==> config.mk <==
export PLATFORM = sky130hd
export DESIGN_NAME = adc_mode_sequencer_serial_ctrl
export DESIGN_NICKNAME = d
export VERILOG_FILES = /design/src/adc_seq_pkg.sv /design/src/adc_mode_sequencer_serial_ctrl.sv
export SDC_FILE = /design/constraint.sdc
export NUM_CORES = 1
export LEC_CHECK = 0
export ABC_AREA = 1
export BUFFER_PORTS_ARGS = -buffer_cell sky130_fd_sc_hd__buf_2
export CAP_MARGIN = 20
export CORE_ASPECT_RATIO = 1.4
export CORE_UTILIZATION = 40
export CTS_BUF_LIST = sky130_fd_sc_hd__clkbuf_8 sky130_fd_sc_hd__clkbuf_16
export DETAILED_ROUTE_END_ITERATION = 8
export SYNTH_ARGS = -nofsm -noshare
export SYNTH_HDL_FRONTEND = slang
export SYNTH_SLANG_ARGS = --single-unit
export TNS_END_PERCENT = 30
==> constraint.sdc <==
create_clock -name clk -period 9.94 [get_ports clk]
set_input_delay 1.491 -clock clk [delete_from_list [all_inputs] [get_ports clk]]
set_output_delay 1.491 -clock clk [all_outputs]
set_load 0.01 [all_outputs]
==> src/adc_seq_pkg.sv <==
// constants shared by the mode sequencer and its serial port
package adc_seq_pkg;
	// ------------------------------------------------------------
	// mode codes
	// ------------------------------------------------------------
	localparam logic [2:0] MODE_IDLE    = 3'h0;
	localparam logic [2:0] MODE_CONT    = 3'h1;
	localparam logic [2:0] MODE_SINGLE  = 3'h2;
	localparam logic [2:0] MODE_STANDBY = 3'h3;
	localparam logic [2:0] MODE_SELFCAL = 3'h4;
	localparam logic [2:0] MODE_RSVD    = 3'h5;
	localparam logic [2:0] MODE_SYS_ZS  = 3'h6;
	localparam logic [2:0] MODE_SYS_FS  = 3'h7;
	// ------------------------------------------------------------
	// mode register layout and reset value
	// ------------------------------------------------------------
	localparam int         MODE_FIELD_HI  = 7;
	localparam int         MODE_FIELD_LO  = 5;
	localparam int         OUTCLK_OFF_BIT = 4;
	localparam int         DUMP_BIT       = 3;
	localparam int         CONT_READ_BIT  = 2;
	localparam int         WIDTH24_BIT    = 1;
	localparam logic [7:0] MODE_REG_RESET = 8'h00;
	// ------------------------------------------------------------
	// communications byte and register addresses
	// ------------------------------------------------------------
	localparam int         COMM_READ_BIT  = 6;
	localparam logic [5:0] ADDR_STATUS    = 6'h04;
	localparam logic [5:0] ADDR_DATA_BASE = 6'h08;
	localparam logic [5:0] ADDR_CHST_BASE = 6'h20;
	localparam logic [5:0] ADDR_MODE_BASE = 6'h38;
	localparam logic [7:0] COMM_CONT_READ = 8'h48;
	// ------------------------------------------------------------
	// calibration kinds
	// ------------------------------------------------------------
	localparam logic [1:0] CAL_ADC_ZS = 2'h0;
	localparam logic [1:0] CAL_CH_ZS  = 2'h1;
	localparam logic [1:0] CAL_CH_FS  = 2'h2;
	// ------------------------------------------------------------
	// serial reset pattern and timing
	// ------------------------------------------------------------
	localparam logic [5:0] RESET_ONES         = 6'h20;
	localparam int         CLK_PERIOD_NS      = 25;
	localparam int         CONT_EXIT_NS       = 100;
	localparam int         CONT_EXIT_CYCLES   = (CONT_EXIT_NS + CLK_PERIOD_NS - 1) / CLK_PERIOD_NS;
	localparam logic [2:0] CONT_EXIT_CNT      = 3'(CONT_EXIT_CYCLES);
	localparam logic [4:0] LEN_BYTE           = 5'h08;
	localparam logic [4:0] LEN_WORD16         = 5'h10;
	localparam logic [4:0] LEN_WORD24         = 5'h18;
endpackage

==> src/adc_mode_sequencer_serial_ctrl.sv <==
// mode sequencer, conversion/calibration engine and serial register port
//
// Summary of operation
// [RULE_01] idle after reset, calibration, single conversion
// [RULE_02] continuous: store result, set ready, next channel
// [RULE_03] continuous cycles enabled channels until mode change
// [RULE_04] scan period sums enabled channel conversion times
// [RULE_05] single done: data, ready, pin low, idle
// [RULE_06] single conversion ignores channel enable bit
// [RULE_07] standby powers down converter, serial stays live
// [RULE_08] clock output disable independent of standby
// [RULE_09] self calibration updates zero cal, all ready
// [RULE_10] system zero calibration updates channel, all ready
// [RULE_11] system full calibration updates channel, all ready
// [RULE_12] chip select high ignores serial, output floats
// [RULE_13] ready pin always driven
// [RULE_14] no continuous read on two wire link
// [RULE_15] zeros then thirty two ones reset all
// [RULE_16] host starts with a reset
// [RULE_17] every access starts with communications byte
// [RULE_18] host shifts zeros while reading
// [RULE_19] mode write clears status, aborts, starts mode
// [RULE_20] mode write address low bits pick channel
// [RULE_21] three bit mode field, listed codes
// [RULE_22] data register read clears channel ready
// [RULE_23] reserved mode code behaves as idle
`timescale 1ns/1ps
module adc_mode_sequencer_serial_ctrl #(
	parameter int NCH = 8,
	parameter int DW  = 24,
	parameter int TW  = 16
) (
	input  wire logic          clk,
	input  wire logic          nrst,
	input  wire logic          sclk,
	input  wire logic          cs_n,
	input  wire logic          din,
	output logic               dout,
	output logic               dout_oe,
	output logic               rdy_n,
	input  wire logic          two_wire_mode,
	input  wire logic [NCH-1:0] chan_enable,
	input  wire logic [NCH*TW-1:0] conv_time_flat,
	input  wire logic [DW-1:0] adc_sample,
	output logic               master_clock_output_pin,
	output logic               mclk_oe,
	output logic               converter_power_down,
	output logic               continuous_read_active,
	output logic               cal_strobe,
	output logic [1:0]         cal_kind,
	output logic [2:0]         cal_chan,
	output logic [DW-1:0]      cal_value
);
	import adc_seq_pkg::*;

	typedef enum logic [1:0] {ser_comm, ser_write, ser_read} ser_state_t;

	// ------------------------------------------------------------
	// reset release and input synchronisers
	// ------------------------------------------------------------
	logic rst_meta, rst_n, soft_rst_reg;
	logic sclk_meta, sclk_sync, sclk_prev, cs_meta, cs_n_sync, din_meta, din_sync;
	logic rise_act;

	always_ff @(posedge clk or negedge nrst) begin
		if (!nrst) begin
			rst_meta <= 1'b0;
			rst_n    <= 1'b0;
		end else begin
			rst_meta <= !soft_rst_reg; // [RULE_15]
			rst_n    <= rst_meta;
		end
	end

	always_ff @(posedge clk or negedge rst_n) begin
		if (!rst_n) begin
			sclk_meta <= 1'b1;
			sclk_sync <= 1'b1;
			sclk_prev <= 1'b1;
			cs_meta   <= 1'b1;
			cs_n_sync <= 1'b1;
			din_meta  <= 1'b0;
			din_sync  <= 1'b0;
		end else begin
			sclk_meta <= sclk;
			sclk_sync <= sclk_meta;
			sclk_prev <= sclk_sync;
			cs_meta   <= cs_n;
			cs_n_sync <= cs_meta;
			din_meta  <= din;
			din_sync  <= din_meta;
		end
	end

	assign rise_act = sclk_sync && !sclk_prev && !cs_n_sync; // [RULE_12]

	// ------------------------------------------------------------
	// shared state declarations
	// ------------------------------------------------------------
	logic [7:0]     mode_reg;
	logic [2:0]     mode_field;
	logic           mode_wr;
	logic [2:0]     mode_wr_chan;
	logic [7:0]     mode_wr_val;
	logic [NCH-1:0] rdy_bits;
	logic [DW-1:0]  data_mem [NCH];
	logic [2:0]     last_chan;
	logic           data_rd;
	logic [2:0]     data_rd_chan;
	logic           data_rd_busy;

	assign mode_field = mode_reg[MODE_FIELD_HI:MODE_FIELD_LO];

	// ------------------------------------------------------------
	// serial port: communications byte then addressed register
	// ------------------------------------------------------------
	ser_state_t ser_state;
	logic [4:0] bit_cnt, frame_len;
	logic [7:0] rx_sh;
	logic [23:0] tx_sh;
	logic [5:0] addr_reg;
	logic       cont_active, cont_exit_req;
	logic [2:0] din_hi_cnt;
	logic [5:0] ones_cnt;
	logic       seen_zero;
	logic [7:0] comm_byte, wr_byte;
	logic [23:0] rd_word;
	logic [4:0] rd_len;
	logic [23:0] dump_word;
	logic [4:0] data_len;

	assign comm_byte = {rx_sh[6:0], din_sync};
	assign wr_byte   = comm_byte;
	assign data_len  = mode_reg[WIDTH24_BIT] ? LEN_WORD24 : LEN_WORD16;

	// status byte carries channel number, then top 16 data bits of last converted channel
	assign dump_word = {last_chan, 5'h00, data_mem[last_chan][DW-1:DW-16]};

	always_comb begin
		rd_word = 24'h00_0000;
		rd_len  = LEN_BYTE;
		if (comm_byte[5:0] == ADDR_STATUS) begin
			rd_word = {rdy_bits, 16'h0000};
		end else if (comm_byte[5:3] == ADDR_DATA_BASE[5:3]) begin
			rd_word = data_mem[comm_byte[2:0]];
			rd_len  = data_len;
		end else if (comm_byte[5:3] == ADDR_CHST_BASE[5:3]) begin
			rd_word = {comm_byte[2:0], 5'h00, 16'h0000};
		end else if (comm_byte[5:0] == ADDR_MODE_BASE) begin // [RULE_20]
			rd_word = {mode_reg, 16'h0000};
		end
	end

	assign data_rd      = rise_act && ser_state == ser_comm && !cont_active && bit_cnt == 5'h07
	                      && comm_byte[COMM_READ_BIT] && comm_byte[5:3] == ADDR_DATA_BASE[5:3]; // [RULE_22]
	assign data_rd_chan = comm_byte[2:0];
	assign data_rd_busy = ser_state == ser_read;
	assign mode_wr      = rise_act && ser_state == ser_write && bit_cnt == 5'h07
	                      && addr_reg[5:3] == ADDR_MODE_BASE[5:3];
	assign mode_wr_chan = addr_reg[2:0]; // [RULE_20]
	assign mode_wr_val  = wr_byte;

	always_ff @(posedge clk or negedge rst_n) begin
		if (!rst_n) begin
			ser_state <= ser_comm;
			bit_cnt   <= 5'h00;
			frame_len <= LEN_BYTE;
			rx_sh     <= 8'h00;
			tx_sh     <= 24'h00_0000;
			addr_reg  <= 6'h00;
		end else if (cs_n_sync && !cont_active) begin
			ser_state <= ser_comm; // [RULE_12] [RULE_17]
			bit_cnt   <= 5'h00;
		end else if (cont_exit_req && ser_state == ser_read && bit_cnt == 5'h00) begin
			ser_state <= ser_comm;
		end else if (rise_act) begin
			bit_cnt <= bit_cnt + 5'h01;
			case (ser_state)
				ser_comm: begin
					rx_sh <= comm_byte;
					if (bit_cnt == 5'h07) begin // [RULE_17]
						bit_cnt  <= 5'h00;
						addr_reg <= comm_byte[5:0];
						if (comm_byte[COMM_READ_BIT]) begin
							ser_state <= ser_read;
							tx_sh     <= rd_word;
							frame_len <= rd_len;
							if (comm_byte == COMM_CONT_READ && mode_reg[CONT_READ_BIT] && !two_wire_mode) begin
								tx_sh     <= dump_word;
								frame_len <= LEN_BYTE + LEN_WORD16;
							end
						end else begin
							ser_state <= ser_write;
						end
					end
				end
				ser_write: begin
					rx_sh <= wr_byte;
					if (bit_cnt == 5'h07) begin
						ser_state <= ser_comm;
						bit_cnt   <= 5'h00;
					end
				end
				default: begin
					tx_sh <= {tx_sh[22:0], 1'b0};
					if (bit_cnt == frame_len - 5'h01) begin
						bit_cnt <= 5'h00;
						if (cont_active) begin
							tx_sh     <= dump_word;
							frame_len <= LEN_BYTE + LEN_WORD16;
						end else begin
							ser_state <= ser_comm;
						end
					end
				end
			endcase
		end
	end

	// continuous read: entered by the read command, left by din held high
	always_ff @(posedge clk or negedge rst_n) begin
		if (!rst_n) begin
			cont_active   <= 1'b0;
			cont_exit_req <= 1'b0;
			din_hi_cnt    <= 3'h0;
		end else begin
			if (two_wire_mode || mode_wr) begin
				cont_active <= 1'b0; // [RULE_14]
			end else if (rise_act && ser_state == ser_comm && bit_cnt == 5'h07 && comm_byte == COMM_CONT_READ
			             && mode_reg[CONT_READ_BIT]) begin
				cont_active <= 1'b1;
			end else if (cont_exit_req && bit_cnt == 5'h00) begin
				cont_active <= 1'b0;
			end
			if (!cont_active || !din_sync || bit_cnt != 5'h00)
				din_hi_cnt <= 3'h0;
			else if (din_hi_cnt != CONT_EXIT_CNT)
				din_hi_cnt <= din_hi_cnt + 3'h1;
			cont_exit_req <= cont_active && din_hi_cnt == CONT_EXIT_CNT;
		end
	end

	// serial reset pattern: zeros then a run of ones
	always_ff @(posedge clk or negedge rst_n) begin
		if (!rst_n) begin
			ones_cnt     <= 6'h00;
			seen_zero    <= 1'b0;
			soft_rst_reg <= 1'b0;
		end else if (rise_act) begin
			if (!din_sync) begin
				seen_zero <= 1'b1;
				ones_cnt  <= 6'h00;
			end else if (seen_zero && ones_cnt == RESET_ONES - 6'h01) begin
				soft_rst_reg <= 1'b1; // [RULE_15]
			end else begin
				ones_cnt <= ones_cnt + 6'h01;
			end
		end
	end

	assign dout    = tx_sh[23];
	assign dout_oe = !cs_n_sync && ser_state == ser_read; // [RULE_12]

	// ------------------------------------------------------------
	// conversion and calibration engine
	// ------------------------------------------------------------
	logic [2:0]    cur_chan;
	logic [TW-1:0] conv_cnt, cur_time;
	logic          running, is_conv, is_cal, eng_term, accept, done_fire;
	logic          fifo_in_ready;
	logic [2:0]    nxt_chan;

	function automatic logic [2:0] next_enabled(input logic [2:0] c, input logic [NCH-1:0] en);
		logic [2:0] r;
		r = c;
		for (int i = NCH - 1; i >= 1; i--) begin
			if (en[3'(c + 3'(i))])
				r = 3'(c + 3'(i));
		end
		return r;
	endfunction

	assign nxt_chan  = next_enabled(cur_chan, chan_enable); // [RULE_02]
	assign cur_time  = conv_time_flat[cur_chan*TW +: TW];
	assign is_conv   = mode_field == MODE_CONT || mode_field == MODE_SINGLE;
	assign is_cal    = mode_field == MODE_SELFCAL || mode_field == MODE_SYS_ZS || mode_field == MODE_SYS_FS;
	assign running   = is_conv || is_cal; // [RULE_23]
	assign eng_term  = conv_cnt + TW'(1) >= cur_time; // [RULE_04]
	assign accept    = is_cal || fifo_in_ready;
	assign done_fire = running && eng_term && accept && !mode_wr;

	always_ff @(posedge clk or negedge rst_n) begin
		if (!rst_n) begin
			conv_cnt <= '0;
			cur_chan <= 3'h0;
		end else if (mode_wr) begin
			conv_cnt <= '0; // [RULE_19]
			cur_chan <= mode_wr_chan; // [RULE_06]
		end else if (done_fire) begin
			conv_cnt <= '0;
			if (mode_field == MODE_CONT)
				cur_chan <= nxt_chan; // [RULE_03]
		end else if (running && !eng_term) begin
			conv_cnt <= conv_cnt + TW'(1);
		end
	end

	// mode register: written over serial, mode field cleared on one-shot finish
	always_ff @(posedge clk or negedge rst_n) begin
		if (!rst_n) begin
			mode_reg <= MODE_REG_RESET; // [RULE_01]
		end else if (mode_wr) begin
			mode_reg <= mode_wr_val; // [RULE_19] [RULE_21]
		end else if (done_fire && mode_field != MODE_CONT) begin
			mode_reg[MODE_FIELD_HI:MODE_FIELD_LO] <= MODE_IDLE; // [RULE_01] [RULE_05]
		end
	end

	always_ff @(posedge clk or negedge rst_n) begin
		if (!rst_n) begin
			cal_strobe <= 1'b0;
			cal_kind   <= CAL_ADC_ZS;
			cal_chan   <= 3'h0;
			cal_value  <= '0;
		end else begin
			cal_strobe <= done_fire && is_cal;
			if (done_fire && is_cal) begin
				cal_chan  <= cur_chan;
				cal_value <= adc_sample;
				if (mode_field == MODE_SELFCAL)
					cal_kind <= CAL_ADC_ZS; // [RULE_09]
				else if (mode_field == MODE_SYS_ZS)
					cal_kind <= CAL_CH_ZS; // [RULE_10]
				else
					cal_kind <= CAL_CH_FS; // [RULE_11]
			end
		end
	end

	// ------------------------------------------------------------
	// two-entry result buffer in front of the data registers
	// ------------------------------------------------------------
	logic [DW+2:0] fifo_mem [2];
	logic          fifo_wp, fifo_rp;
	logic [1:0]    fifo_cnt;
	logic          fifo_push, fifo_pop;
	logic [DW+2:0] fifo_head;

	assign fifo_in_ready = fifo_cnt != 2'h2;
	assign fifo_push     = done_fire && is_conv;
	assign fifo_pop      = fifo_cnt != 2'h0 && !data_rd_busy && !data_rd && !mode_wr;
	assign fifo_head     = fifo_mem[fifo_rp];

	always_ff @(posedge clk or negedge rst_n) begin
		if (!rst_n) begin
			fifo_wp  <= 1'b0;
			fifo_rp  <= 1'b0;
			fifo_cnt <= 2'h0;
		end else if (mode_wr) begin
			fifo_wp  <= 1'b0; // stale results of the aborted mode are dropped
			fifo_rp  <= 1'b0;
			fifo_cnt <= 2'h0;
		end else begin
			if (fifo_push)
				fifo_wp <= !fifo_wp;
			if (fifo_pop)
				fifo_rp <= !fifo_rp;
			fifo_cnt <= fifo_cnt + 2'(fifo_push) - 2'(fifo_pop);
		end
	end

	always_ff @(posedge clk) begin
		if (fifo_push)
			fifo_mem[fifo_wp] <= {cur_chan, adc_sample};
	end

	always_ff @(posedge clk or negedge rst_n) begin
		if (!rst_n) begin
			last_chan <= 3'h0;
		end else if (fifo_pop) begin
			last_chan <= fifo_head[DW+2:DW];
		end
	end

	for (genvar g = 0; g < NCH; g++) begin : g_chan
		always_ff @(posedge clk or negedge rst_n) begin
			if (!rst_n) begin
				data_mem[g] <= '0;
				rdy_bits[g] <= 1'b0;
			end else begin
				if (fifo_pop && fifo_head[DW+2:DW] == 3'(g))
					data_mem[g] <= fifo_head[DW-1:0]; // [RULE_02] [RULE_05]
				if (mode_wr)
					rdy_bits[g] <= 1'b0; // [RULE_19]
				else if ((fifo_pop && fifo_head[DW+2:DW] == 3'(g)) || (done_fire && is_cal))
					rdy_bits[g] <= 1'b1; // [RULE_02] [RULE_09] [RULE_10] [RULE_11]
				else if (data_rd && data_rd_chan == 3'(g))
					rdy_bits[g] <= 1'b0; // [RULE_22]
			end
		end
	end

	// ------------------------------------------------------------
	// pins
	// ------------------------------------------------------------
	logic mclk_div;

	always_ff @(posedge clk or negedge rst_n) begin
		if (!rst_n)
			mclk_div <= 1'b0;
		else
			mclk_div <= !mclk_div;
	end

	assign master_clock_output_pin = mclk_div;
	assign mclk_oe                 = !mode_reg[OUTCLK_OFF_BIT]; // [RULE_08]
	assign converter_power_down    = mode_field == MODE_STANDBY; // [RULE_07]
	assign rdy_n                   = !(|rdy_bits); // [RULE_13]
	assign continuous_read_active  = cont_active;
endmodule

==> run metrics, run 1 <==
CP arrival=4.79 ns; Mapped Area=20,420 um^2; GRT overflow=0; WL/cell=20.53 um; CP Cell Sequence=buf_4, inv_2, buf_4, o21ai_0, o22ai_1, nor2_1, ha_1, a21o_1, nor2_1, nand2_1, nand2_1, nand3_1, nand2_1, nor2_1, nand2_1, buf_4, inv_2, nand2_1, nand2_1; Final ANT Viol Nets=0; Biggest register=data_mem; post-synthesis sequential area ratio=0.4879; first drt pass iteration count=5; Leak=10.82 nW; final net count=2,975; setup TNS=0 ns; H-tree depth=2; Filler Cell Count=5,069; die height=269.3 um; Commonest cells post-synth=nand2_1, dfrtp_1, o21ai_0; num rows=97; Die Area=51,970 um^2; hold crit path type=register to register; Final Hold Viols=0; GRT Total Usage=0.2751; max reg flops=192; cts repair resizes=0; syn nets=2,831; WP buf/inv=5; Final period util=0.4376; Initial Util=0.4064; f_max=229.9 MHz; IO buf count=202; vias in the first global route=18,857; core region area=50,250 um^2; share of cells above drive strength 1=0.1301; Max-cap violations=0; 1st-iter DRT viols=1,483; Top delay family on crit path=buffers and inverters; Clock Latency Late Sink=0.56 ns; Cells after Synth=2,639; Post-CTS Setup Bufs=0; CP most frequent cell=nand2_1; count leader, synth=nand2_1; CTS Root Cell=clkbuf_16; initial antenna violation count=1; Worst path max stage delay=0.57 ns; CTS max path bufs=3; WS Path Type=register to register; Final GP Congestion=0.9126; min cycle time layout=4.350 ns; die width=193.0 um; Crit. End Element=register; clock slew at reported path FFs=0.06 ns; Largest regs=data_mem (192), fifo_mem (54); clk_skew=0.01405 ns; peak supply drop=0.0001316 V; clock sink count=387; ys async rst share=0.8605; final WL=70,950 um; # diodes=0; worst-margin pin slew=1.110 ns; Max Transition Viols Final=0; Power Density=310.6 nW/um^2; Design Power=7.220 mW; CTS tree=yes; # DRC=0; Critical Path Source Type=register; DP HPWL=47,600 um; DR vias/cell=5.532; ys flop type=dfrtp_1; hold buffers post-CTS=0; Synth Warn #=0; first-pass GRT wire length=109,200 um; Mean Syn Cell Area=7.738 um^2; I/O Pins=203; Final Setup Violations=0; area leader, netlist=dfrtp_1; RSZ-0062 raised after global routing=no; largest net degree at the start of global routing=78; Rel. slew slack=0.2590; Worst path slowest cell=buf_4; Synth area leaders=dfrtp_1, nand2_1, edfxtp_1; Area growth syn-to-layout=13.83%; Max FO, Critical Path=77; Post-synth EDFFs=54; vias=19,120; post-synth cell types=51; Yosys top cell area share=0.4007; Worst EP required=10.38 ns; Yosys reg bits=387; CTS Buf Count=40; status=finished clean
[cell usage in the layout (no fill, tap or decap), types with 4 or more instances in the layout]
cell type / Yosys / routed
nand2_1: 831 / 830
dfrtp_1: 327 / 323
o21ai_0: 244 / 244
inv_1: 219 / 225
buf_2: 37 / 202
nor2_1: 199 / 196
nand3_1: 120 / 120
a21oi_1: 117 / 117
o21ai_1: 101 / 101
o22ai_1: 64 / 64
edfxtp_1: 54 / 54
clkbuf_16: 0 / 41
buf_4: 4 / 30
ha_1: 26 / 26
a31oi_1: 21 / 21
nand4_1: 20 / 20
inv_2: 14 / 16
nor3_1: 15 / 15
xor2_1: 13 / 13
o211ai_1: 13 / 13
o31ai_1: 11 / 11
nand2_4: 10 / 10
o2111ai_1: 9 / 9
o21ai_2: 9 / 9
a22oi_1: 9 / 9
xnor2_1: 8 / 8
nor2_2: 4 / 6
clkbuf_8: 0 / 6
dfstp_2: 6 / 6
clkinv_1: 4 / 5
o221ai_1: 5 / 5
bufinv_16: 0 / 5
nand3b_1: 4 / 4
o21bai_1: 4 / 4
clkinv_2: 0 / 4
clkinvlp_4: 0 / 4
[metal layers]
layer	up-vias	routed length, um	GRT usage
met2	784	36180	0.4882
met1	9188	26790	0.3225
met4	2	3296	0.1162
met5	-	13	0
met3	192	4667	0.04582
li1	8954	-	-
[final timing paths]
check,start,endpoint,slack [ns],depth (start not counted)
max,cur_chan[0]$_DFFE_PN0P_,cal_value[19]$_DFFE_PN0P_,5.59,19
min,sclk_meta$_DFF_PN1_,sclk_sync$_DFF_PN1_,0.35,0
max reg2reg,cur_chan[0]$_DFFE_PN0P_,cal_value[19]$_DFFE_PN0P_,5.59,19
min reg2reg,sclk_meta$_DFF_PN1_,sclk_sync$_DFF_PN1_,0.35,0
max in group asynchronous,rst_n$_DFF_PN0_,last_chan[0]$_DFFE_PN0P_,7.43,3
min in group asynchronous,rst_n$_DFF_PN0_,tx_sh[15]$_DFFE_PN0P_,0.40,0
[cell type report]
cell class | instances | area, um^2 | share of cell area
tap | 643 | 804.5 | 0.03461
multi-input combinational | 1883 | 8941 | 0.3847
clock buffer | 47 | 1109 | 0.04769
clock inverter | 25 | 260.3 | 0.01120
inverter | 238 | 895.9 | 0.03854
timing repair buffer | 233 | 1264 | 0.05437
sequential | 387 | 9970 | 0.4289
[logic make-up after synthesis]
group,share of synthesized area
DFF,0.4879
and+or+nand+nor,0.2471
buffers and inverters,0.07500
xor gates and xnor gates,0.009008
AOI/OAI and AO/OA,0.1651
adders and majority gates,0.01593
[report_power, final]
group | internal [mW] | leakage, nW | switching (mW)
Sequential | 2.13 | 4.36 | 0.312
Clock | 0.928 | 0.693 | 0.659
Combinational | 0.976 | 5.76 | 2.22
Total | 4.03 | 10.8 | 3.19
[through the flow]
step	hold slack, ns	instances	cell area (um^2)	util	worst slack, ns
after floorplan	0.3311	2639	20420	-	4.501
after global placement	0.3326	3383	21850	0.4348	5.591
after detailed placement	0.3412	3383	21850	0.4348	5.513
after CTS	0.3557	3455	23220	0.4621	5.593
after global routing	0.3572	3456	23240	0.4626	5.165
final	0.3522	3456	23240	0.4626	5.590
(Power assumes the default switching activity.)
==> inputs of run 2 (changes only) <==
--- a/config.mk
+++ b/config.mk
@@ -5,7 +5,7 @@
 export SDC_FILE = /design/constraint.sdc
 export NUM_CORES = 1
 export LEC_CHECK = 0
-export ABC_AREA = 1
+export ABC_AREA = 0
 export BUFFER_PORTS_ARGS = -buffer_cell sky130_fd_sc_hd__buf_2
 export CAP_MARGIN = 20
 export CORE_ASPECT_RATIO = 1.4
==> constraint.sdc (replaced) <==
create_clock -name clk -period 3.9 [get_ports clk]
set_input_delay 0.585 -clock clk [delete_from_list [all_inputs] [get_ports clk]]
set_output_delay 0.585 -clock clk [all_outputs]
set_load 0.01 [all_outputs]
==> run metrics, run 2 <==
CTS tree=yes; Commonest cells post-synth=dfrtp_1, nor2_1, a21oi_1; Max FO, Critical Path=27 (-65%); clk_skew=0.02032 ns (+0.006269 ns); num rows=95 (-2.1%); Post-synth EDFFs=54 (unchanged); DR vias/cell=5.620 (+1.6%); Largest regs=data_mem (192), fifo_mem (54); CTS Root Cell=clkbuf_16; first drt pass iteration count=9 (+4); Top delay family on crit path=multiplexers; clock slew at reported path FFs=0.06 ns (about the same); final net count=2,054 (-31%); clock sink count=387 (unchanged); ys flop type=dfrtp_1; Max Transition Viols Final=0 (unchanged); CTS max path bufs=3 (unchanged); worst-margin pin slew=1.102 ns (-0.008043 ns); GRT Total Usage=0.2094 (-0.06567); Final ANT Viol Nets=0 (unchanged); WP buf/inv=2 (-3); Mapped Area=19,670 um^2 (-3.7%); R2R Path End=fifo_cnt[1]$_DFF_PN0_; area leader, netlist=dfrtp_1; Rel. slew slack=0.2652 (+0.006177); peak supply drop=0.0004055 V (+210%); Filler Cell Count=4,458 (-12%); Synth area leaders=dfrtp_1, mux4_2, edfxtp_1; Area growth syn-to-layout=16.35%; leading cell type in the layout, fill and taps excluded=dfrtp_1; Power Density=725.6 nW/um^2 (+130%); f_max=275.1 MHz (+20%); H-tree depth=2 (unchanged); r2r worst-path depth=15 (-4); # DRC=0 (unchanged); IO buf count=202 (unchanged); FF-to-FF setup slack=0.26 ns (-5.33 ns); core region area=48,260 um^2 (-4.0%); Yosys top cell area share=0.4161 (+0.01537); Cells after Synth=1,683 (-36%); max reg flops=192 (unchanged); WHS Endpoint=din_meta$_DFF_PN0_; final WL=51,150 um (-28%); share of cells above drive strength 1=0.2816 (+0.1515); CP most frequent cell=ha_1; I/O Pins=203 (unchanged); Final Setup Violations=0 (unchanged); Initial Util=0.4075 (+0.001098); syn nets=1,875 (-34%); initial antenna violation count=1 (unchanged); Crit. End Element=register; Yosys reg bits=387 (unchanged); post-synth cell types=80 (+57%); final core occ=0.4741 (+0.01150); CTS Buf Count=37 (-7.5%); Final GP Congestion=0.8931 (-2.1%); Leak=9.548 nW (-12%); Critical Path Source Type=register; Final period util=0.9321 (+0.4945); worst hold margin=0.1458 ns (-0.2063 ns); Synth Warn #=0 (unchanged); highest-count cells in the layout ignoring fill and taps=dfrtp_1, buf_2, nor2_1; Die Area=50,070 um^2 (-3.7%); hold_sp=din; Clock Latency Late Sink=0.55 ns (about the same); die width=189.4 um (-1.8%); hold crit path type=input port to register; 1st-iter DRT viols=804 (-46%); first-pass GRT wire length=81,680 um (-25%); CP Cell Sequence=buf_12, mux4_2, mux2i_1, ha_1, o211ai_1, o21ai_1, a221oi_2, o21ai_4, nand4_1, ha_1, inv_1, ha_1, xor2_1, xnor2_1, nor2_1; Final Hold Viols=0 (unchanged); startpoint of the worst register-to-register path=cur_chan[0]$_DFFE_PN0P_; min cycle time layout=3.635 ns (-0.7147 ns); Worst path slowest cell=mux4_2; DP HPWL=34,840 um (-27%); die height=264.4 um (-1.9%); status=finished clean; worst hold path stage count=1 (+1); largest net degree at the start of global routing=87 (+12%); WS Path Type=register to register; GRT overflow=0 (unchanged); CP arrival=4.04 ns (-0.75 ns); Design Power=16.60 mW (+130%); Max-cap violations=0 (unchanged); post-synthesis sequential area ratio=0.5066 (+0.01872); Worst path max stage delay=0.53 ns (-0.04 ns); ys async rst share=0.8605 (unchanged); Worst EP required=4.31 ns (-6.07 ns); vias=14,163 (-26%); Biggest register=data_mem; count leader, synth=dfrtp_1; Mean Syn Cell Area=11.68 um^2 (+51%); WL/cell=20.30 um (-1.1%); vias in the first global route=14,681 (-22%)
==> run 2: changes by cell type in the layout (fill, tap and decap cells not counted), moves of 20 or more <==
cell     previous run  this run
nand3_1           120        23
mux4_2              0       119
inv_1             225        27
nand2_1           830       138
a31oi_1            21         1
mux2i_1             0        64
o22ai_1            64         4
a21oi_1           117       166
mux2_2              0        47
mux2_1              0        27
o21ai_0           244        25
==> run 2: cells by family after synthesis <==
family / after synthesis / share of synthesized area
AOI/OAI and AO/OA: 362 / 0.1072
xor gates and xnor gates: 40 / 0.01781
adders and majority gates: 26 / 0.01654
buffers and inverters: 144 / 0.03213
DFF: 387 / 0.5066
muxes: 261 / 0.2143
and+or+nand+nor: 463 / 0.1054
==> run 2: power breakdown <==
part	leakage (nW)	switching, mW	internal, mW
combinational	4.83	3.21	3.33
clock	0.627	1.58	2.01
sequential	4.09	1.08	5.39
total	9.55	5.87	10.7
==> run 2: what timing repair did <==
action | in CTS | in global routing
gates resized for setup | 0 | 9
hold endpoints to repair | 2 | 0
setup buffers | 0 | 0
endpoints found under the setup margin | 0 | 45
hold buffers | 1 | 0
==> run 2: area by class of cell <==
type	count	area [um^2]	area share
Clock buffer	44	1022	0.04468
Inverter	20	75.07	0.003281
Antenna cell	1	2.502	0.0001094
Sequential cell	387	9977	0.4361
Clock inverter	22	181.4	0.007930
Multi-Input combinational cell	1152	9159	0.4003
Timing Repair Buffer	264	1674	0.07317
Tap cell	630	788.3	0.03445
==> run 2: worst reg2reg max path, stage by stage (launching register included) <==
cell,delay (ns)
dfrtp_2,0.48
buf_12,0.25
mux4_2,0.54
mux2i_1,0.26
ha_1,0.30
o211ai_1,0.09
o21ai_1,0.12
a221oi_2,0.40
o21ai_4,0.14
nand4_1,0.12
ha_1,0.24
inv_1,0.05
ha_1,0.14
xor2_1,0.19
xnor2_1,0.14
nor2_1,0.06
==> run 2: how the worst max path moves through the flow <==
stage	start	end	depth (start not counted)
final	cur_chan[0]$_DFFE_PN0P_	fifo_cnt[1]$_DFF_PN0_	15
after global routing	conv_cnt[1]$_DFFE_PN0P_	fifo_cnt[1]$_DFF_PN0_	18
after CTS	cur_chan[0]$_DFFE_PN0P_	fifo_cnt[1]$_DFF_PN0_	15
after detailed placement	conv_time_flat[67]	fifo_cnt[1]$_DFF_PN0_	15
after global placement	cur_chan[0]$_DFFE_PN0P_	fifo_cnt[1]$_DFF_PN0_	15
after floorplan	cur_chan[0]$_DFFE_PN0P_	fifo_mem[0][0]$_DFFE_PP_	13
==> run 2: per-layer routing <==
layer,global-route usage,up-vias,part of all wire,routed length [um]
met5,0,-,0,0
met4,0.08653,0,0.034,1739
met3,0.02052,92,0.041,2074
met2,0.3838,435,0.54,27580
met1,0.2484,7112,0.39,19750
li1,-,6524,-,-
==> run 2: stage by stage <==
stage	setup WS (ns)	std cells	setup TNS (ns)	instance area, um^2
after floorplan	-0.8995	1683	-48.94	19670
after global placement	0.1007	2450	0	21590
after detailed placement	0.005109	2451	0	21600
after CTS	0.03037	2518	0	22810
after global routing	-0.003880	2520	-0.003880	22880
final	0.2647	2520	0	22880
